==> src/trap_dec_pkg.sv <==
// Constants and types shared by the id and wait trap decoder
// Contract
// - Group-2 kernel 64-bit cache id reads trap, 0x18
// - User cache-type read: hyp trap only if allowed
// - Kernel size-select writes trap, 0x18 or 0x03
// - Group-2 kernel 32-bit reads trap with 0x03
// - Zero never traps; one traps if hyp enabled
// - Host-in-hyp with general traps masks three controls
// - Group-1 kernel id reads trap, 0x18 or 0x03
// - General traps set: group-1 control ignored
// - Warm reset value unknown; nothing relies on it (here reset loads zero and the trap logic uses it)
// - Group-0 bit only with 32-bit support, else zero
// - Bytecode id reads trap with 0x05
// - Kernel fp id moves trap with 0x08
// - Fp id writes ignored, no user access
// - Undefined user bytecode read beats group-0 trap
// - Wait-for-event at user/kernel traps, 0x01
// - Timeout wait variant also trapped when present
// - Trap only if sleeping and not kernel-trapped
// - 32-bit conditional wait traps only on pass
// - Wait that would sleep forever must trap
package trap_dec_pkg;

    // Register byte offsets on the bus
    localparam logic [3:0] CTRL_OFFSET = 4'h0;
    localparam logic [3:0] HOST_OFFSET = 4'h4;
    localparam logic [3:0] STATUS_OFFSET = 4'h8;
    // Control bit positions
    localparam int G2_BIT = 17;
    localparam int G1_BIT = 16;
    localparam int G0_BIT = 15;
    localparam int WE_BIT = 14;
    localparam int E2H_BIT = 0;
    localparam int TGE_BIT = 1;
    // Status fields
    localparam int ST_EC_LSB = 0;
    localparam int ST_KERN_BIT = 8;
    localparam int ST_UNDEF_BIT = 9;
    localparam int ST_CNT_LSB = 16;
    // Reset values
    localparam logic [31:0] CTRL_RESET = 32'h0000_0000;
    localparam logic [31:0] HOST_RESET = 32'h0000_0000;
    // Exception class codes
    localparam logic [5:0] EC_NONE = 6'h00;
    localparam logic [5:0] EC_WAIT = 6'h01;
    localparam logic [5:0] EC_COPROC = 6'h03;
    localparam logic [5:0] EC_BYTECODE = 6'h05;
    localparam logic [5:0] EC_FP_ID = 6'h08;
    localparam logic [5:0] EC_SYSREG = 6'h18;

    // Register addressed by a system register access
    typedef enum logic [3:0] {
        REG_NONE, REG_CACHE_TYPE, REG_CACHE_SIZE_ID, REG_CACHE_SIZE_ID2,
        REG_CACHE_LEVEL, REG_CACHE_SIZE_SEL, REG_REVISION, REG_AUX,
        REG_MATRIX, REG_TCM_TYPE, REG_TLB_TYPE, REG_BYTECODE,
        REG_FP_SYSTEM
    } id_reg_t;

    typedef enum logic {LVL_USER = 1'b0, LVL_KERNEL = 1'b1} level_t;

    // One resolved instruction from decode
    typedef struct packed {
        logic valid;       // Instruction resolved this cycle
        logic rd;          // Register read
        logic wr;          // Register write
        id_reg_t sel;      // Target register
        level_t lvl;       // Current level
        logic is64;        // 64-bit execution state
        logic fp_move;     // Fp system register move form
        logic wait_for_event_instr;         // Wait-for-event
        logic wait_for_event_timeout_instr;        // Wait-for-event with timeout
        logic cond_pass;   // Condition check passed
        logic would_sleep; // Would enter low power
        logic os_no_trap;  // Kernel no-trap control for waits
        logic uct_nonzero; // User cache type access allowed
    } access_t;

    // Outcome handed to exception entry
    typedef struct packed {
        logic hyp;
        logic kern;
        logic undef;
        logic [5:0] ec;
    } verdict_t;

    typedef enum logic [1:0] {BUS_IDLE = 2'b00, BUS_ACK = 2'b01} bus_state_t;

    // Class for a register trap by execution state
    function automatic logic [5:0] ec_by_width(input logic is64);
        return is64 ? EC_SYSREG : EC_COPROC;
    endfunction : ec_by_width

    // Byte-lane merge of a bus write
    function automatic logic [31:0] merge_bytes(input logic [31:0] old,
        input logic [31:0] wdata, input logic [3:0] be);
        logic [31:0] res;
        res = old;
        for (int i = 0; i < 4; i++) begin
            if (be[i]) begin
                res[i*8 +: 8] = wdata[i*8 +: 8];
            end
        end
        return res;
    endfunction : merge_bytes

endpackage : trap_dec_pkg

==> src/id_and_wait_trap_decoder.sv <==
// Trap decision for id register groups and wait-for-event
//
// The implementer's own choices: register access over Avalon-MM and the register addresses.
`timescale 1ns/1ps
`default_nettype none
module id_and_wait_trap_decoder
    import trap_dec_pkg::*;
#(
    parameter bit SUPPORT_32BIT = 1'b1,     // 32-bit execution present
    parameter bit HOST_EXT = 1'b1,          // Host extensions present
    parameter bit WAIT_TIMEOUT = 1'b1,      // Timeout wait present
    parameter bit BYTECODE_USER_RAZ = 1'b1, // User bytecode id reads zero
    parameter int COUNT_W = 16              // Trap counter width
) (
    input wire logic mclk_i,
    input wire logic sys_rst_i,
    // Avalon-MM slave
    input wire logic [3:0] avs_address_i,
    input wire logic avs_read_i,
    input wire logic avs_write_i,
    input wire logic [31:0] avs_writedata_i,
    input wire logic [3:0] avs_byteenable_i,
    output logic [31:0] avs_readdata_o,
    output logic avs_waitrequest_o,
    // Decode side
    input wire logic hyp_enabled_i,
    input wire access_t acc_i,
    // Exception entry side
    output logic hyp_trap_o,
    output logic [5:0] class_code_o,
    output logic kern_trap_o,
    output logic undef_o
);

    // Writable control bits, only these are stored
    localparam logic [31:0] CTRL_MASK = (32'h1 << G2_BIT) |
        (32'h1 << G1_BIT) | (32'h1 << WE_BIT) |
        (SUPPORT_32BIT ? (32'h1 << G0_BIT) : 32'h0);
    localparam logic [31:0] HOST_MASK = (32'h1 << E2H_BIT) |
        (32'h1 << TGE_BIT);

    // Bus state and registers
    bus_state_t bus_state_reg; // Slave handshake state
    bus_state_t bus_state_next;
    logic [31:0] ctrl_reg;     // Trap control bits
    logic [31:0] ctrl_next;
    logic [31:0] host_reg;     // Host-in-hyp and general trap bits
    logic [31:0] host_next;
    logic [31:0] rdata_reg;    // Read data, loaded while waiting
    logic [31:0] rdata_next;
    logic [5:0] last_ec_reg;   // Class of the last outcome, zero for kernel or undefined
    logic last_kern_reg;       // Last outcome was a kernel trap
    logic last_undef_reg;      // Last outcome was undefined
    logic [COUNT_W-1:0] trap_cnt_reg; // Hyp traps taken

    // Classifier results
    logic g2_hit;
    logic g1_hit;
    logic g0_hit;
    logic [5:0] g0_ec;
    logic cls_kern;
    logic cls_undef;
    logic wait_ok;
    logic wait_kern;
    verdict_t verdict;

    // Access decode
    id_access_classifier #(
        .BYTECODE_USER_RAZ(BYTECODE_USER_RAZ)
    ) u_classifier (
        .acc_i(acc_i),
        .g2_hit_o(g2_hit),
        .g1_hit_o(g1_hit),
        .g0_hit_o(g0_hit),
        .g0_ec_o(g0_ec),
        .kern_hit_o(cls_kern),
        .undef_hit_o(cls_undef)
    );

    // Wait qualification
    wait_event_qualifier #(
        .WAIT_TIMEOUT(WAIT_TIMEOUT)
    ) u_wait (
        .acc_i(acc_i),
        .hyp_ok_o(wait_ok),
        .kern_hit_o(wait_kern)
    );

    // Bus request decode
    wire bus_req = avs_read_i || avs_write_i;
    wire in_ack = bus_state_reg == BUS_ACK;
    wire wr_take = avs_write_i && in_ack;
    wire sel_ctrl = avs_address_i == CTRL_OFFSET;
    wire sel_host = avs_address_i == HOST_OFFSET;
    wire sel_status = avs_address_i == STATUS_OFFSET;

    // Status word seen by software
    wire [31:0] status_word = (32'(last_ec_reg) << ST_EC_LSB) |
        (32'(last_kern_reg) << ST_KERN_BIT) |
        (32'(last_undef_reg) << ST_UNDEF_BIT) |
        (32'(trap_cnt_reg) << ST_CNT_LSB);

    // Direct reads return the stored bits even when masked
    wire [31:0] rd_mux = sel_ctrl ? ctrl_reg :
        sel_host ? host_reg :
        sel_status ? status_word : 32'h0000_0000;

    // One wait state on every access keeps read data registered
    assign avs_waitrequest_o = bus_req && !in_ack;
    assign avs_readdata_o = rdata_reg;

    assign bus_state_next = (bus_req && !in_ack) ? BUS_ACK : BUS_IDLE;
    assign rdata_next = (avs_read_i && !in_ack) ? rd_mux : rdata_reg;
    // Unmapped writes are dropped; group-0 bit stays zero without 32-bit
    assign ctrl_next = (wr_take && sel_ctrl) ?
        (merge_bytes(ctrl_reg, avs_writedata_i, avs_byteenable_i) &
        CTRL_MASK) : ctrl_reg;
    assign host_next = (wr_take && sel_host) ?
        (merge_bytes(host_reg, avs_writedata_i, avs_byteenable_i) &
        HOST_MASK) : host_reg;

    // Bus and control registers
    // Controls come out of reset at a fixed value, and the trap logic
    // uses that value directly until software writes them
    always_ff @(posedge mclk_i or posedge sys_rst_i) begin
        if (sys_rst_i) begin
            bus_state_reg <= BUS_IDLE;
            ctrl_reg <= CTRL_RESET;
            host_reg <= HOST_RESET;
            rdata_reg <= 32'h0000_0000;
        end else begin
            bus_state_reg <= bus_state_next;
            ctrl_reg <= ctrl_next;
            host_reg <= host_next;
            rdata_reg <= rdata_next;
        end
    end

    // Effective controls
    wire trap_general_exceptions = host_reg[TGE_BIT];
    wire vhe_host = HOST_EXT && host_reg[E2H_BIT] && trap_general_exceptions;
    wire eff_g2 = ctrl_reg[G2_BIT] && !vhe_host;
    wire eff_g1 = ctrl_reg[G1_BIT] && !trap_general_exceptions;
    wire eff_g0 = ctrl_reg[G0_BIT] && !vhe_host;
    wire eff_we = ctrl_reg[WE_BIT] && !vhe_host;

    // Hyp trap only when the hyp level is enabled
    wire t_g2 = hyp_enabled_i && eff_g2 && g2_hit;
    wire t_g1 = hyp_enabled_i && eff_g1 && g1_hit;
    wire t_g0 = hyp_enabled_i && eff_g0 && g0_hit;
    wire t_we = hyp_enabled_i && eff_we && wait_ok;
    wire any_kern = cls_kern || wait_kern;

    // Priority: undefined, then kernel trap, then hyp trap
    always_comb begin
        verdict = '{hyp: 1'b0, kern: 1'b0, undef: 1'b0, ec: EC_NONE};
        if (cls_undef) begin
            verdict.undef = 1'b1;
        end else if (any_kern) begin
            verdict.kern = 1'b1;
        end else if (t_g2 || t_g1) begin
            verdict.hyp = 1'b1;
            verdict.ec = ec_by_width(acc_i.is64);
        end else if (t_g0) begin
            verdict.hyp = 1'b1;
            verdict.ec = g0_ec;
        end else if (t_we) begin
            verdict.hyp = 1'b1;
            verdict.ec = EC_WAIT;
        end
    end

    // Answer in the cycle the instruction resolves, no pipeline
    assign hyp_trap_o = verdict.hyp;
    assign class_code_o = verdict.ec;
    assign kern_trap_o = verdict.kern;
    assign undef_o = verdict.undef;

    // Status capture of each outcome
    // The counter wraps; software samples it as a free-running tally
    always_ff @(posedge mclk_i or posedge sys_rst_i) begin
        if (sys_rst_i) begin
            last_ec_reg <= EC_NONE;
            last_kern_reg <= 1'b0;
            last_undef_reg <= 1'b0;
            trap_cnt_reg <= '0;
        end else if (verdict.hyp || verdict.kern || verdict.undef) begin
            last_ec_reg <= verdict.ec;
            last_kern_reg <= verdict.kern;
            last_undef_reg <= verdict.undef;
            if (verdict.hyp) begin
                trap_cnt_reg <= trap_cnt_reg + 1'b1;
            end
        end
    end
endmodule : id_and_wait_trap_decoder
`default_nettype wire

==> src/id_access_classifier.sv <==
// Classifies an access into id trap groups
`timescale 1ns/1ps
`default_nettype none
module id_access_classifier
    import trap_dec_pkg::*;
#(
    parameter bit BYTECODE_USER_RAZ = 1'b1
) (
    input wire access_t acc_i,
    output logic g2_hit_o,
    output logic g1_hit_o,
    output logic g0_hit_o,
    output logic [5:0] g0_ec_o,
    output logic kern_hit_o,
    output logic undef_hit_o
);
    // Cache id family and group members
    wire cache_grp = acc_i.sel inside {REG_CACHE_TYPE, REG_CACHE_SIZE_ID,
        REG_CACHE_SIZE_ID2, REG_CACHE_LEVEL, REG_CACHE_SIZE_SEL};
    wire kern = acc_i.valid && acc_i.lvl == LVL_KERNEL;
    wire user = acc_i.valid && acc_i.lvl == LVL_USER;
    wire user_ct = user && acc_i.is64 && acc_i.rd &&
        acc_i.sel == REG_CACHE_TYPE;
    wire g1_sel = acc_i.is64 ?
        acc_i.sel inside {REG_REVISION, REG_AUX, REG_MATRIX} :
        acc_i.sel inside {REG_TCM_TYPE, REG_TLB_TYPE, REG_REVISION, REG_AUX};
    wire bc_rd = acc_i.rd && !acc_i.is64 && acc_i.sel == REG_BYTECODE;
    wire fp_acc = !acc_i.is64 && acc_i.sel == REG_FP_SYSTEM;
    // Fp writes are dropped, so only moves that read can trap
    wire fp_hit = kern && fp_acc && acc_i.fp_move && acc_i.rd;
    wire bc_hit = bc_rd && (kern || (user && BYTECODE_USER_RAZ));

    assign g2_hit_o = (kern && cache_grp && (acc_i.rd ||
        (acc_i.wr && acc_i.sel == REG_CACHE_SIZE_SEL))) ||
        (user_ct && acc_i.uct_nonzero);
    assign g1_hit_o = kern && acc_i.rd && g1_sel;
    assign g0_hit_o = bc_hit || fp_hit;
    assign g0_ec_o = fp_hit ? EC_FP_ID : EC_BYTECODE;
    assign kern_hit_o = user_ct && !acc_i.uct_nonzero;
    // Undefined user bytecode read and any 32-bit user fp id access
    assign undef_hit_o = (user && bc_rd && !BYTECODE_USER_RAZ) ||
        (user && fp_acc);
endmodule : id_access_classifier
`default_nettype wire

==> src/wait_event_qualifier.sv <==
// Decides whether a wait-for-event may be trapped
`timescale 1ns/1ps
`default_nettype none
module wait_event_qualifier
    import trap_dec_pkg::*;
#(
    parameter bit WAIT_TIMEOUT = 1'b1
) (
    input wire access_t acc_i,
    output logic hyp_ok_o,
    output logic kern_hit_o
);
    // Timeout form joins only when the feature exists
    wire is_wait = acc_i.wait_for_event_instr || (acc_i.wait_for_event_timeout_instr && WAIT_TIMEOUT);
    // 32-bit conditional form must pass its check
    wire passes = acc_i.is64 || acc_i.cond_pass;
    // A wait that would not sleep completes early and needs no trap
    wire live = acc_i.valid && is_wait && passes && acc_i.would_sleep;
    // User waits with the kernel no-trap control clear go to kernel
    assign kern_hit_o = live && acc_i.lvl == LVL_USER &&
        !acc_i.os_no_trap;
    assign hyp_ok_o = live && !kern_hit_o;
endmodule : wait_event_qualifier
`default_nettype wire

==> config.mk <==
export PLATFORM = sky130hd
export DESIGN_NAME = id_and_wait_trap_decoder
export DESIGN_NICKNAME = d
export VERILOG_FILES = /design/src/trap_dec_pkg.sv /design/src/id_and_wait_trap_decoder.sv /design/src/id_access_classifier.sv /design/src/wait_event_qualifier.sv
export SDC_FILE = /design/constraint.sdc
export NUM_CORES = 1
export LEC_CHECK = 0
export BUFFER_PORTS_ARGS = -buffer_cell sky130_fd_sc_hd__buf_2
export CORE_UTILIZATION = 32
export CTS_CLUSTER_SIZE = 25
export DETAILED_ROUTE_END_ITERATION = 10
export HOLD_SLACK_MARGIN = 0.03
export REMOVE_ABC_BUFFERS = 1
export SLEW_MARGIN = 5
export SYNTH_ARGS = -nofsm -noshare
export SYNTH_HDL_FRONTEND = slang
export SYNTH_SLANG_ARGS = --single-unit
==> constraint.sdc <==
create_clock -name mclk_i -period 8.4 [get_ports mclk_i]
set_input_delay 2.1 -clock mclk_i [delete_from_list [all_inputs] [get_ports mclk_i]]
set_output_delay 2.1 -clock mclk_i [all_outputs]
set_load 0.05 [all_outputs]
==> impl_metrics.toml <==
[synthesis]
synthFlopType = "dfrtp_1"
synth_edf_count = 0
async_reset_ff_frac = 1.00
synth_cell_types = 54
yosysTopAreaCell = "dfrtp_1"
synthCells = 290
syn_area_per_cell_um2 = 9.62
synthTopCellsByArea = "dfrtp_1 (49%), nand2_1 (8.2%), o21ai_0 (4.1%)"
yosysWarnings = 0
syn_area_um2 = 2790
synth_top_area_frac = 0.493
ys_ff_latch = 55
ys_seq_area_frac = 0.493

[floorplan]
initial_core_util = 0.334
die-area_um2 = 9090
core_um2 = 8340
die_w_um = 95.4
rows = 33
die_h_um = 95.4
io_pins = 103

[critical_path]
cp_top_family = "compound AO/OA/AOI/OAI gates"
slowest_delay_ps = 380
crit_start = "acc_i[10]"
critical_path_class = "input pin to output port"
critPathBufInv = 2
cp_common_cell = "buf_2"
required_ps = 6300
end_kind = "output port"
cp_data_arrival_time_ps = 3900
r2r_start = "host_reg[1]"
path_max_fanout = 9
critPathLaunchType = "input pin"
crit_slowest_cell = "a2111o_1"
crit_chain = "buf_2 > nor3_1 > a2111o_1 > o32ai_4 > o21bai_1 > nand2b_1 > o31ai_1 > buf_2"

[layout]
area_delta_synth_final_pct = 18.4
layout_commonest_cell = "buf_2"
final_nets = 418
fill_cells = 863
n_antenna_cell = 0
largest_reg_flops = 25
final_cell_mix = "buf_2 (67), nand2_1 (61), dfrtp_1 (55)"
finalNonFillerCells = 461
drive_gt1_frac = 0.272
post-route-util = 0.396

[detailed_routing]
vias_per_cell = 4.80
vias = 2214
drcViolationCount = 0
drt_wl_total_um = 6010
firstDrtPassIters = 4
first_iter_violations = 73
post_drt_wl_per_cell_um = 13.0
drtAntennaViolNets = 0

[flow_run]
cap_violations = 0

[sta]
min_period_ps = 6000
clock_skew_ps = 10.5
final.setup.worst_slack_ps = 2400
rsz0062_at_grt = "false"
final.setup.tns_ps = 0
final-hold-violation-count = 0
timing.final.crit_share = 0.714
worstMarginPinSlew_ps = 846
finalSetupViolCount = 0
final_max_slew_viol_count = 0
slew_headroom = 0.436
fmax_mhz = 167

[clocking]
cts_made_buffers = 5
root_buffer = "clkbuf_8"
htreeDepth = 2
cts.reportedPaths.clkPinSlew_ps = 100
cts_resized = 0
clk_path_buf_depth = 2
ctsHoldBuffers = 0
clock_sinks = 55
post-cts-setup-buffer-count = 0
clock_latency_ps = 300
cts_tree = "done"

[run_status]
status = "finished clean"

[place]
dpl.hpwl_um = 4430
dp.cells = 454
place.gp.congestion = 0.786
portBuffers = 67
dp_slack_ps = 2400

[min_path]
min_from = "trap_cnt_reg[15]"
hold_path_class = "flop to flop"

[global_routing]
grt_max_degree = 56
grt_pass1_wl_um = 10100
antenna_found_initial = 0
grt_pass1_vias = 2177
gr-total-overflow = 0
grt_usage = 0.143

[power_and_ir_drop]
p_per_area_nw_per_um2 = 162
p_leak_nw = 1.64
ir_worst_vdd_mv = 0.0814
-- metal layers --
| metal | global-route usage | routed length [µm] | vias up | part of all wire |
|---|---|---|---|---|
| met5 | 0 | 0 | - | 0 |
| met4 | 0.0341 | 61 | 0 | 0.010 |
| met3 | 0.0303 | 255 | 7 | 0.042 |
| met2 | 0.251 | 2890 | 53 | 0.48 |
| met1 | 0.178 | 2800 | 1032 | 0.47 |
| li1 | - | - | 1122 | - |
-- stage by stage --
stage | total power, mW | cell area [µm²] | hold slack, ps
floorplan | 0.343 | 2710 | 441
CTS | 0.541 | 3300 | 477
global route | 0.558 | 3300 | 480
global placement | 0.368 | 3200 | 447
detailed placement | 0.370 | 3200 | 463
finish | 0.534 | 3300 | 470
-- cell families (layout without fill, tap and decap cells) --
kind of cell | Yosys count | in the layout | synth area share
DFF | 55 | 55 | 0.493
muxes | 9 | 9 | 0.0354
buffers and inverters | 24 | 83 | 0.0467
xor gates and xnor gates | 16 | 16 | 0.0502
AOI/OAI and AO/OA | 51 | 51 | 0.131
and+or+nand+nor | 133 | 133 | 0.237
other | 1 | 8 | 0.00134
adders and majority gates | 1 | 1 | 0.00449
-- report_power, final --
part | leakage (nW) | switching [mW] | total, mW | internal [mW]
sequential | 0.752 | 0.0142 | 0.292 | 0.278
combinational | 0.838 | 0.0474 | 0.0713 | 0.0240
clock | 0.0502 | 0.0835 | 0.171 | 0.0872
-- cell type report --
class	instances	area, µm²	area share
inverter	6	22.5	0.00682
multi-input combinational	218	1310	0.396
tap	105	131	0.0398
timing repair buffer	70	358	0.108
clock inverter	2	37.5	0.0114
sequential	55	1380	0.417
clock buffer	5	68.8	0.0208
-- Yosys cell counts, drive strengths merged, types with 6 or more instances --
master  instances
dfrtp          55
o21ai          25
nand2          61
nor2           18
nand2b          8
nor3           14
mux2            7
nand3           6
buf            11
clkbuf          7
xor2           13
-- path summary, 6_finish.rpt --
kind	to	cells after the start	slack, ps
max	class_code_o[0]	8	2400
min	trap_cnt_reg[15]	1	470
max reg2reg	trap_cnt_reg[1]	5	6260
min reg2reg	trap_cnt_reg[15]	1	470
max in group asynchronous	avs_readdata_o[26]	3	5970
min in group asynchronous	avs_readdata_o[25]	3	1960
Note: power is estimated with default switching activity, not from simulation.
